**config.mk**
```make
export PLATFORM = sky130hd
export DESIGN_NAME = pci_target_backend_dataflow
export DESIGN_NICKNAME = d
export VERILOG_FILES = /design/src/core/pci_dataflow_pkg.sv /design/src/core/pci_target_backend_dataflow.sv
export SDC_FILE = /design/constraint.sdc
export NUM_CORES = 1
export LEC_CHECK = 0
export ABC_AREA = 1
export BUFFER_PORTS_ARGS = -buffer_cell sky130_fd_sc_hd__buf_2
export CELL_PAD_IN_SITES_DETAIL_PLACEMENT = 1
export CELL_PAD_IN_SITES_GLOBAL_PLACEMENT = 2
export CORE_MARGIN = 5
export CORE_UTILIZATION = 32
export DETAILED_ROUTE_END_ITERATION = 8
export HOLD_SLACK_MARGIN = 0.08
export PLACE_DENSITY_LB_ADDON = 0.3
export SETUP_SLACK_MARGIN = 0.15
export SYNTH_ARGS = -nofsm -noshare
export SYNTH_HDL_FRONTEND = slang
export SYNTH_SLANG_ARGS = --single-unit
```
**constraint.sdc**
```tcl
create_clock -name ref_clk -period 6.1 [get_ports ref_clk]
set_input_delay 0.61 -clock ref_clk [delete_from_list [all_inputs] [get_ports ref_clk]]
set_output_delay 0.61 -clock ref_clk [all_outputs]
set_load 0.01 [all_outputs]
```
**src/core/pci_dataflow_pkg.sv**
```systemverilog
// shared constants and carrier types for the pci target backend data path
package pci_dataflow_pkg;
  localparam int DATA_W = 32;
  localparam int LANES = 4;
  localparam int ADDR_W = 16;
  localparam int WIN_W = 3;
  localparam int CNT_W = 4;
  localparam int PTR_W = 3;
  // word step on the backend address, in bytes
  localparam logic [ADDR_W-1:0] WORD_STEP = 16'h0004;
  // initial backend latency limits, counted in clocks from transfer_begin_pulse
  localparam logic [CNT_W-1:0] RD_LIMIT = 4'hb;
  localparam logic [CNT_W-1:0] RD_LIMIT_PIPE = 4'ha;
  localparam logic [CNT_W-1:0] WR_LIMIT = 4'hd;
  // longest gap between two backend words inside a burst
  localparam logic [CNT_W-1:0] WORD_LIMIT = 4'h8;
  // prefetch buffer depth in words
  localparam logic [PTR_W-1:0] BUF_DEPTH = 3'h5;
  // command bit 0 tells a pci memory write from a read
  localparam int CMD_WRITE_BIT = 0;

  typedef enum logic [2:0] {
    ST_IDLE,
    ST_DECODE,
    ST_START,
    ST_READ,
    ST_WRITE,
    ST_TERM,
    ST_DONE
  } phase_type;

  // backend port as seen by user memory or fifo logic
  typedef struct packed {
    logic transfer_begin_pulse;
    logic transfer_end_pulse;
    logic [WIN_W-1:0] window_index;
    logic read_cycle_flag;
    logic write_cycle_flag;
    logic [ADDR_W-1:0] backend_addr;
    logic [DATA_W-1:0] backend_write_bus;
    logic [LANES-1:0] byte_write_strobes;
  } backend_out_type;

  // target-side answer toward the pci pin controller
  typedef struct packed {
    logic devsel_n;
    logic trdy_n;
    logic stop_n;
    logic [DATA_W-1:0] ad_out;
  } pci_out_type;
endpackage

```
**src/core/pci_target_backend_dataflow.sv**
```systemverilog
// pci target backend data path: pci target cycles to strobe-handshaked backend transfers
//
// Operation
// - pulse transfer_begin_pulse at each access, flag read or write and window.
// - window and cycle flags valid with begin pulse, held until end pulse.
// - window and cycle flags drop the clock after the end pulse.
// - reads may prefetch several words even for a single pci word.
// - a read word moves only when core_read_ready and backend_read_valid are high.
// - non-pipelined reads capture data at the edge where both strobes are high.
// - pipelined reads capture data one edge after both strobes were high.
// - begin two clocks after frame, read ready one later, data two more.
// - a missed initial read limit ends the pci cycle with a retry.
// - a missed per-word rate ends the pci cycle with disconnect without data.
// - build option adds one clock, reducing read limits to 10 or 9.
// - on writes trdy is given only while backend_write_ready is high.
// - byte_write_strobes come in the clock where address and write data are valid.
// - four byte strobes, one per lane; a byte write raises one strobe.
// - wider buses follow the same handshake timing and protocol.
`timescale 1ns/1ps
module pci_target_backend_dataflow
  import pci_dataflow_pkg::*;
#(
  parameter bit EXTRA_LATENCY = 1'b0
) (
  input wire logic ref_clk,
  input wire logic resetn,
  input wire logic frame_n,
  input wire logic irdy_n,
  input wire logic [LANES-1:0] cbe_n,
  input wire logic [DATA_W-1:0] ad_in,
  input wire logic [WIN_W-1:0] window_sel,
  input wire logic pipelined_read_select,
  input wire logic backend_read_valid,
  input wire logic [DATA_W-1:0] backend_read_data,
  input wire logic backend_write_ready,
  output logic core_read_ready,
  output backend_out_type backend_out,
  output pci_out_type pci_out
);

  typedef struct packed {
    phase_type phase;
    backend_out_type be;
    logic is_write;
    logic pipe;
    logic got_word;
    logic pend;
    logic out_valid;
    logic term;
    logic [CNT_W-1:0] wait_cnt;
    logic [PTR_W-1:0] count;
    logic [BUF_DEPTH-1:0][DATA_W-1:0] buf_word;
    logic [DATA_W-1:0] ad_out;
  } state_type;

  state_type st_reg;
  state_type st_next;
  logic rd_hs;
  logic wr_hs;
  logic push;
  logic pop;
  logic trdy;
  logic [PTR_W-1:0] cnt_after_pop;

  // initial read limit for this transfer, trimmed by the build option
  function automatic logic [CNT_W-1:0] read_limit(input logic pipe);
    logic [CNT_W-1:0] lim;
    lim = pipe ? RD_LIMIT_PIPE : RD_LIMIT;
    read_limit = lim - CNT_W'(EXTRA_LATENCY);
  endfunction

  // handshakes seen this cycle
  always_comb begin
    core_read_ready = (st_reg.phase == ST_READ) && (st_reg.count < BUF_DEPTH) && !st_reg.pend;
    rd_hs = core_read_ready && backend_read_valid;
    // trdy on writes follows the backend ready flag directly, so no word can be taken blind
    trdy = (st_reg.phase == ST_WRITE) ? backend_write_ready : (st_reg.phase == ST_READ) && st_reg.out_valid;
    wr_hs = (st_reg.phase == ST_WRITE) && trdy && !irdy_n;
    push = st_reg.pipe ? st_reg.pend : rd_hs;
    pop = (st_reg.phase == ST_READ) && !st_reg.out_valid && (st_reg.count != '0);
    cnt_after_pop = st_reg.count - PTR_W'(pop);
  end

  // next-state logic for the whole data path
  always_comb begin
    st_next = st_reg;
    st_next.be.transfer_begin_pulse = 1'b0;
    st_next.be.transfer_end_pulse = 1'b0;
    st_next.be.byte_write_strobes = '0;
    if (st_reg.wait_cnt != '1) begin
      st_next.wait_cnt = st_reg.wait_cnt + CNT_W'(1);
    end
    // address steps after the strobe clock, so strobes see the word's own address
    if (st_reg.be.byte_write_strobes != '0) begin
      st_next.be.backend_addr = st_reg.be.backend_addr + WORD_STEP;
    end
    unique case (st_reg.phase)
      ST_IDLE: begin
        if (!frame_n) begin
          st_next.phase = ST_DECODE;
          st_next.be.backend_addr = ad_in[ADDR_W-1:0];
          st_next.is_write = cbe_n[CMD_WRITE_BIT];
        end
      end
      ST_DECODE: begin
        // begin pulse, window and direction all show in the same clock
        st_next.phase = ST_START;
        st_next.be.transfer_begin_pulse = 1'b1;
        st_next.be.window_index = window_sel;
        st_next.be.read_cycle_flag = !st_reg.is_write;
        st_next.be.write_cycle_flag = st_reg.is_write;
        st_next.pipe = pipelined_read_select;
        st_next.got_word = 1'b0;
        st_next.wait_cnt = '0;
      end
      ST_START: begin
        st_next.phase = st_reg.is_write ? ST_WRITE : ST_READ;
      end
      ST_READ: begin
        // prefetch runs while there is room, the pci side may want fewer words
        if (rd_hs) begin
          st_next.be.backend_addr = st_reg.be.backend_addr + WORD_STEP;
          st_next.got_word = 1'b1;
          st_next.wait_cnt = '0;
          st_next.pend = st_reg.pipe;
        end else begin
          st_next.pend = 1'b0;
          if (!core_read_ready && st_reg.got_word) begin
            st_next.wait_cnt = '0;
          end
        end
        // buffer shift on pop, then append in the freed place
        if (pop) begin
          st_next.ad_out = st_reg.buf_word[0];
          st_next.out_valid = 1'b1;
          for (int i = 0; i < BUF_DEPTH - 1; i++) begin
            st_next.buf_word[i] = st_reg.buf_word[i+1];
          end
        end
        if (push) begin
          st_next.buf_word[cnt_after_pop] = backend_read_data;
        end
        st_next.count = cnt_after_pop + PTR_W'(push);
        if (st_reg.out_valid && !irdy_n) begin
          st_next.out_valid = 1'b0;
          if (frame_n) begin
            st_next.phase = ST_DONE;
            st_next.be.transfer_end_pulse = 1'b1;
          end
        end else if (!st_reg.got_word && st_reg.wait_cnt >= read_limit(st_reg.pipe) && !rd_hs) begin
          st_next.phase = ST_TERM;
          st_next.term = 1'b1;
        end else if (st_reg.got_word && st_reg.wait_cnt >= WORD_LIMIT && !rd_hs && !push
                     && st_reg.count == '0 && !st_reg.out_valid) begin
          st_next.phase = ST_TERM;
          st_next.term = 1'b1;
        end
      end
      ST_WRITE: begin
        if (wr_hs) begin
          st_next.be.backend_write_bus = ad_in;
          st_next.be.byte_write_strobes = ~cbe_n;
          st_next.got_word = 1'b1;
          st_next.wait_cnt = '0;
          if (frame_n) begin
            st_next.phase = ST_DONE;
            st_next.be.transfer_end_pulse = 1'b1;
          end
        end else if (!backend_write_ready) begin
          if ((!st_reg.got_word && st_reg.wait_cnt >= WR_LIMIT)
              || (st_reg.got_word && st_reg.wait_cnt >= WORD_LIMIT)) begin
            st_next.phase = ST_TERM;
            st_next.term = 1'b1;
          end
        end
      end
      ST_TERM: begin
        // stop holds until the initiator drops frame
        if (frame_n) begin
          st_next.phase = ST_DONE;
          st_next.term = 1'b0;
          st_next.be.transfer_end_pulse = 1'b1;
        end
      end
      ST_DONE: begin
        // prefetched words that pci never took are dropped here
        st_next.phase = ST_IDLE;
        st_next.be.window_index = '0;
        st_next.be.read_cycle_flag = 1'b0;
        st_next.be.write_cycle_flag = 1'b0;
        st_next.count = '0;
        st_next.pend = 1'b0;
        st_next.out_valid = 1'b0;
      end
      default: begin
        // the one unused phase code falls back to idle rather than locking up
        st_next.phase = ST_IDLE;
      end
    endcase
  end

  // single state register
  always_ff @(posedge ref_clk) begin
    if (!resetn) begin
      st_reg <= '0;
    end else begin
      st_reg <= st_next;
    end
  end

  // outputs; devsel, stop and ad_out come from registered state, trdy on writes follows backend_write_ready directly
  always_comb begin
    backend_out = st_reg.be;
    pci_out.devsel_n = (st_reg.phase == ST_IDLE) || (st_reg.phase == ST_DECODE) || (st_reg.phase == ST_DONE);
    pci_out.trdy_n = !trdy;
    pci_out.stop_n = !st_reg.term;
    pci_out.ad_out = st_reg.ad_out;
  end

endmodule // pci_target_backend_dataflow

```
# Word-level counts from Yosys, hierarchy flattened
# Cells that the tools add are included.
dict set report totals {
  ff_bits 267
  latch_bits 0
  ramBits 0
  rom_bits 0
  inputBits 78
  out_inout_bits 95
  wordCells 155
  memories 0
}
dict set report op_classes {
  add_sub_neg 4
  n_mul 0
  div 0
  magnitude_cmp 6
  n_eq_ne 21
  shifts 0
  muxes 50
  bitwise 2
  reduce_logical 49
}
# operator count
set op_table {}
lappend op_table {{2-to-1 mux 160 bit} 2}
lappend op_table {{bitwise mux 160 bit} 1}
lappend op_table {{2-to-1 mux 128 bit} 1}
lappend op_table {{demux 32 bit (select 3 bit)} 1}
lappend op_table {{2-to-1 mux 16 bit} 3}
lappend op_table {{2-to-1 mux 32 bit} 1}
lappend op_table {{case mux 16 bit (2 select lines)} 1}
lappend op_table {{2-to-1 mux 3 bit} 9}
lappend op_table {{logical AND 1 bit} 19}
lappend op_table {{2-to-1 mux 1 bit} 19}
lappend op_table {{case mux 3 bit (6 select lines)} 1}
lappend op_table {{adder 16 x 3 -> 16 bit (second input constant)} 1}
lappend op_table {{2-to-1 mux 4 bit} 4}
lappend op_table {{inequality test 2 bit (second input constant)} 8}
lappend op_table {{case mux 4 bit (3 select lines)} 1}
lappend op_table {{zero test 1 bit} 10}
lappend op_table {{case mux 5 bit (2 select lines)} 1}
lappend op_table {{AND reduction 2 bit} 5}
lappend op_table {{equality test 3 bit (second input constant)} 3}
lappend op_table {{case mux 1 bit (3 select lines)} 3}
lappend op_table {{nonzero test 3 bit} 3}
lappend op_table {{greater-or-equal comparator 4 bit (second input constant)} 2}
lappend op_table {{AND reduction 7 bit} 1}
lappend op_table {{equality test 3 x 2 -> 1 bit (second input constant)} 2}
lappend op_table {{24 further kinds} 30}

# Depth between registers and ports, before layout
dict set report depth {
  depth_word 13
  depth_mapped 18
  mapped_depth_nobuf 15
}

# Worst setup path after synthesis
# No wires, ideal clock.
dict set report synth_timing {
  kind {register -> register}
  startpoint {reg st_reg[264] in the netlist's numbering}
  endpoint {reg st_reg[33] in the netlist's numbering}
  setup_time_ns 0.070
  arrival_time_ns 2.695
  t_required_ns 6.030
  path_slack_ns 3.335
  path_stages_with_launch 17
  path_buffers 3
  period_less_slack_ns 2.765
  path_cell_list {dfxtp_1 -> nand2_2 -> nor2_4 -> nand3_2 -> inv_2 -> buf_2 -> buf_2 -> ha_1 -> ha_1 -> xnor2_2 -> nand2_1 -> nor2_1 -> nand3_1 -> clkbuf_1 -> nand2_1 -> nand3_1 -> a21oi_1}
}
dict set report synth_between {
  elab_chain_cells 10
  word_cells_on_any_way 17
  cone_classes {add/sub: 1; order compare: 2; eq/ne: 1; mux: 7; reduce/logical: 6}
}
# element line
set synth_rtl {}
lappend synth_rtl {{start, declared} pci_target_backend_dataflow.sv:56} ;# state_type st_reg;
lappend synth_rtl {{start signal, assigned} pci_target_backend_dataflow.sv:207} ;# st_reg <= st_next;
lappend synth_rtl {{equality test 3 x 2 -> 1 bit *} {pci_target_backend_dataflow.sv:74, pci_target_backend_dataflow.sv:80, pci_target_backend_dataflow.sv:97}}
lappend synth_rtl {{logical AND 1 bit (2 in series)} pci_target_backend_dataflow.sv:80} ;# pop = (st_reg.phase == ST_READ) && !st_reg.out_valid && (st_reg.count != '0);
lappend synth_rtl {{subtractor 3 x 1 -> 3 bit} pci_target_backend_dataflow.sv:81} ;# cnt_after_pop = st_reg.count - PTR_W'(pop);
lappend synth_rtl {{less-than comparator 3 x 4 -> 1 bit (implied by the code) / greater-or-equal comparator 3 x 1 -> 1 bit (equally long branches)} pci_target_backend_dataflow.sv:141} ;# st_next.buf_word[cnt_after_pop] = backend_read_data;
lappend synth_rtl {{logical AND 1 bit (implied by the code)} pci_target_backend_dataflow.sv:141}
lappend synth_rtl {{2-to-1 mux 32 bit (implied by the code)} pci_target_backend_dataflow.sv:141}
lappend synth_rtl {{demux 32 bit (select 3 bit)} pci_target_backend_dataflow.sv:141}
lappend synth_rtl {{bitwise mux 160 bit} pci_target_backend_dataflow.sv:141}
lappend synth_rtl {{2-to-1 mux 128 bit} pci_target_backend_dataflow.sv:140} ;# if (push) begin
# Every way passes the cells marked *; elsewhere a longest branch is shown, timed or not. The select of a mux whose other input is x is not followed.
# A chain may end at the register's enable or synchronous reset.

# Worst setup path after layout
dict set report layout_timing {
  startpoint {reg st_reg[194] in the netlist's numbering}
  endpoint {reg st_reg[46] in the netlist's numbering}
}
dict set report layout_between {
  elab_chain_cells 9
  word_cells_on_any_way 17
  cone_classes {add/sub: 1; order compare: 3; mux: 7; reduce/logical: 6}
}
# element line
set layout_rtl {}
lappend layout_rtl {{nonzero test 3 bit} pci_target_backend_dataflow.sv:80}
lappend layout_rtl {{logical AND 1 bit} pci_target_backend_dataflow.sv:80}
lappend layout_rtl {{subtractor 3 x 1 -> 3 bit} pci_target_backend_dataflow.sv:81}
lappend layout_rtl {{less-than comparator 3 x 4 -> 1 bit (implied by the code) / greater-or-equal comparator 3 x 1 -> 1 bit (equally long branches)} pci_target_backend_dataflow.sv:141}
lappend layout_rtl {{logical AND 1 bit (implied by the code)} pci_target_backend_dataflow.sv:141}
lappend layout_rtl {{2-to-1 mux 32 bit (implied by the code)} pci_target_backend_dataflow.sv:141}
lappend layout_rtl {{demux 32 bit (select 3 bit)} pci_target_backend_dataflow.sv:141}
lappend layout_rtl {{bitwise mux 160 bit} pci_target_backend_dataflow.sv:141}
lappend layout_rtl {{2-to-1 mux 128 bit *} pci_target_backend_dataflow.sv:140}
# Marks and branches as above.

==> out/results.tsv <==
stage	metric	value	unit
place	pre_cts_slack	1.121	ns
critical_path	cpPeakStageDelay	0.81	ns
finish	final_cell_mix	nand2_1 (977), nand3_1 (270), dfxtp_1 (267)	
power_and_ir_drop	leakage	7.614	nW
yosys	synth_fp_nets	2556	
place	portBuffers	172	
critical_path	path_buf_inv	4	
floorplanning	chipWidth	226.7	um
finish	antennaDiodeCount	0	
sta	final-hold-violation-count	0	
sta	finalCritPeriodShare	81.10	%
sta	tightestPinTransition	1.120	ns
power_and_ir_drop	irDropWorstVdd	0.1998	mV
global_routing	gr-total-overflow	0	
yosys	ys_ff_latch	267	
power_and_ir_drop	power_density	306.7	mW/mm^2
floorplanning	dieArea	0.05137	sq mm
route	wl_per_cell	17.90	um
route	drc	0	
cts	cts_made_buffers	36	
floorplanning	coreArea	0.04646	sq mm
critical_path	reg2reg_to	st_reg[46]	
global_routing	grt_max_degree	95	
critical_path	crit_arrival	5.39	ns
route	firstDrtPassIters	5	
worst_hold_path	hp-class	input pin to flop	
cts	holdBufCountCts	0	
sta	relSlewSlack	25.08	%
sta	clock.fmax	202.1	MHz
cts	path_clk_slew	0.06	ns
critical_path	path_depth	15	
critical_path	crit_start	st_reg[194]	
yosys	synth.cell_area	0.01502	sq mm
critical_path	cpLargestDelayFamily	buffers and inverters	
critical_path	r2r_setup_slack	1.15	ns
job	drv_cap	0	
route	vias_per_cell	4.989	
floorplanning	start_util	32.33	%
cts	clockBufferDepth	3	
cts	clock-root-buffer	clkbuf_16	
finish	final_common_cell	nand2_1	
route	wl	55230	um
finish	fillers	6151	
finish	largest_reg_flops	176	
critical_path	required	6.55	ns
route	via_count	15400	
yosys	yosys.area.top_type	dfxtp_1	
critical_path	cp_slowest_cell	inv_4	
route	ant_nets	0	
sta	slew_violations	0	
yosys	synth_top_area_share	35.59	%
yosys	synth-edff-count	0	
yosys	seq_area_frac_synth	35.59	%
sta	finalSetupViolations	0	
yosys	ys_top_cells_by_area	dfxtp_1 (36%), nand2_1 (24%), nand3_1 (9.0%)	
worst_hold_path	min_to	backend_out[3]	
floorplanning	die_height	226.7	um
global_routing	antenna_found_initial	0	
critical_path	reg2reg_from	st_reg[194]	
floorplanning	rows	79	
sta	tns	0	ns
sta	rsz0062_at_grt	no	
global_routing	grt_pass1_wl	87390	um
yosys	synth_cell_type_count	35	
critical_path	cp-end-kind	flop	
cts	tritoncts	yes	
cts	post_cts_resized	0	
yosys	ys_warn_count	0	
finish	area_growth	10.44	%
global_routing	first_global_vias	15470	
worst_hold_path	hold_start	cbe_n[3]	
critical_path	crit_type	flop to flop	
cts	post_cts_buffers	0	
yosys	async_flop_share	0	%
finish	drive_above_1_share	11.09	%
route	drtIter0Drc	947	
global_routing	grt_use_total	21.05	%
place	hpwl	34460	um
floorplanning	ios	173	
cts	clk_latency	0.55	ns
critical_path	start_kind	flop	
critical_path	cpMostUsedCell	nand3_1	
yosys	avgSynthCellArea	6.086	sq um
status	outcome	complete, no violations	
sta	setup_slack	1.153	ns
yosys	synth_cells	2468	
cts	htreeDepth	2	
worst_hold_path	whs_path_depth	2	
sta	clock_skew	0.02531	ns
critical_path	cp_max_fo	65	
sta	period_needed	4.947	ns
yosys	synth-main-ff-cell	dfxtp_1	
critical_path	path_cells	inv_1 > nand3_1 > buf_4 > nand3_4 > inv_4 > ha_1 > ha_1 > xnor2_2 > nand2_1 > nor2_2 > nand3_1 > buf_4 > nand2_1 > nand3_1 > a21oi_1	
place	place_congestion	0.8122	
finish	nNetsFinal	2543	
critical_path	reg2regPathDepth	15	
cts	cts_sinks	267	
[cell type report]
cell class / instances / area (sq um) / share of cell area (%)
multi-input combinational: 1767 / 7622 / 45.95
sequential: 267 / 5345 / 32.22
clock inverter: 1 / 5.005 / 0.03017
inverter: 188 / 716.9 / 4.322
clock buffer: 61 / 1106 / 6.668
timing repair buffer: 195 / 1033 / 6.230
tap: 607 / 759.5 / 4.578
[stage by stage]
stage	util, %	hold WS, ns	power [W]	std cells	instance area [sq um]
6_report	35.71	0.2262	0.005088	3086	16590
3_5_place_dp	33.32	0.4559	0.003106	3024	15480
2_1_floorplan	-	0.4395	0.002760	2468	15020
4_1_cts	35.71	0.1962	0.005168	3086	16590
3_3_place_gp	33.32	0.4532	0.003082	3024	15480
5_1_grt	35.71	0.2119	0.005355	3086	16590
[cell usage after synthesis, drive strengths merged (4+ instances only)]
master	n
a21oi	191
buf	141
clkbuf	105
dfxtp	267
ha	10
inv	188
nand2	980
nand3	271
nand4	5
nor2	177
nor3	5
o21ai	104
o21bai	4
xor2	4
[power by group]
part	total (W)	internal [W]	switching, W
Clock	0.00203	0.00122	0.000804
Combinational	0.00115	0.000288	0.000865
Sequential	0.00191	0.00183	0.0000808
[layer usage]
metal	global-route usage, %	share of wire [%]	routed length [um]	vias to the layer above
met1	29.75	49	26970	7415
met5	0	0	0	-
met3	3.146	4.9	2707	52
li1	-	-	-	7646
met2	34.24	45	24780	283
met4	4.463	1.4	770	0
[logic make-up (layout without fill, tap and decap cells)]
family,Yosys count,count (layout),share of synthesized area (%)
AOI/OAI and AO/OA,308,308,10.51
muxes,1,1,0.06664
buffers and inverters,434,445,13.81
adders and majority gates,10,10,0.8330
xor gates and xnor gates,7,7,0.4582
and+or+nand+nor,1441,1441,38.73
DFF,267,267,35.59
[worst max-delay path by stage]
stage,to,slack (ns)
after floorplan,st_reg[33],3.33
final,st_reg[46],1.15
after CTS,st_reg[55],1.09
after global placement,st_reg[116],1.34
after detailed placement,st_reg[55],1.12
after global routing,st_reg[97],0.77
Note: power is estimated with default switching activity, not from simulation.
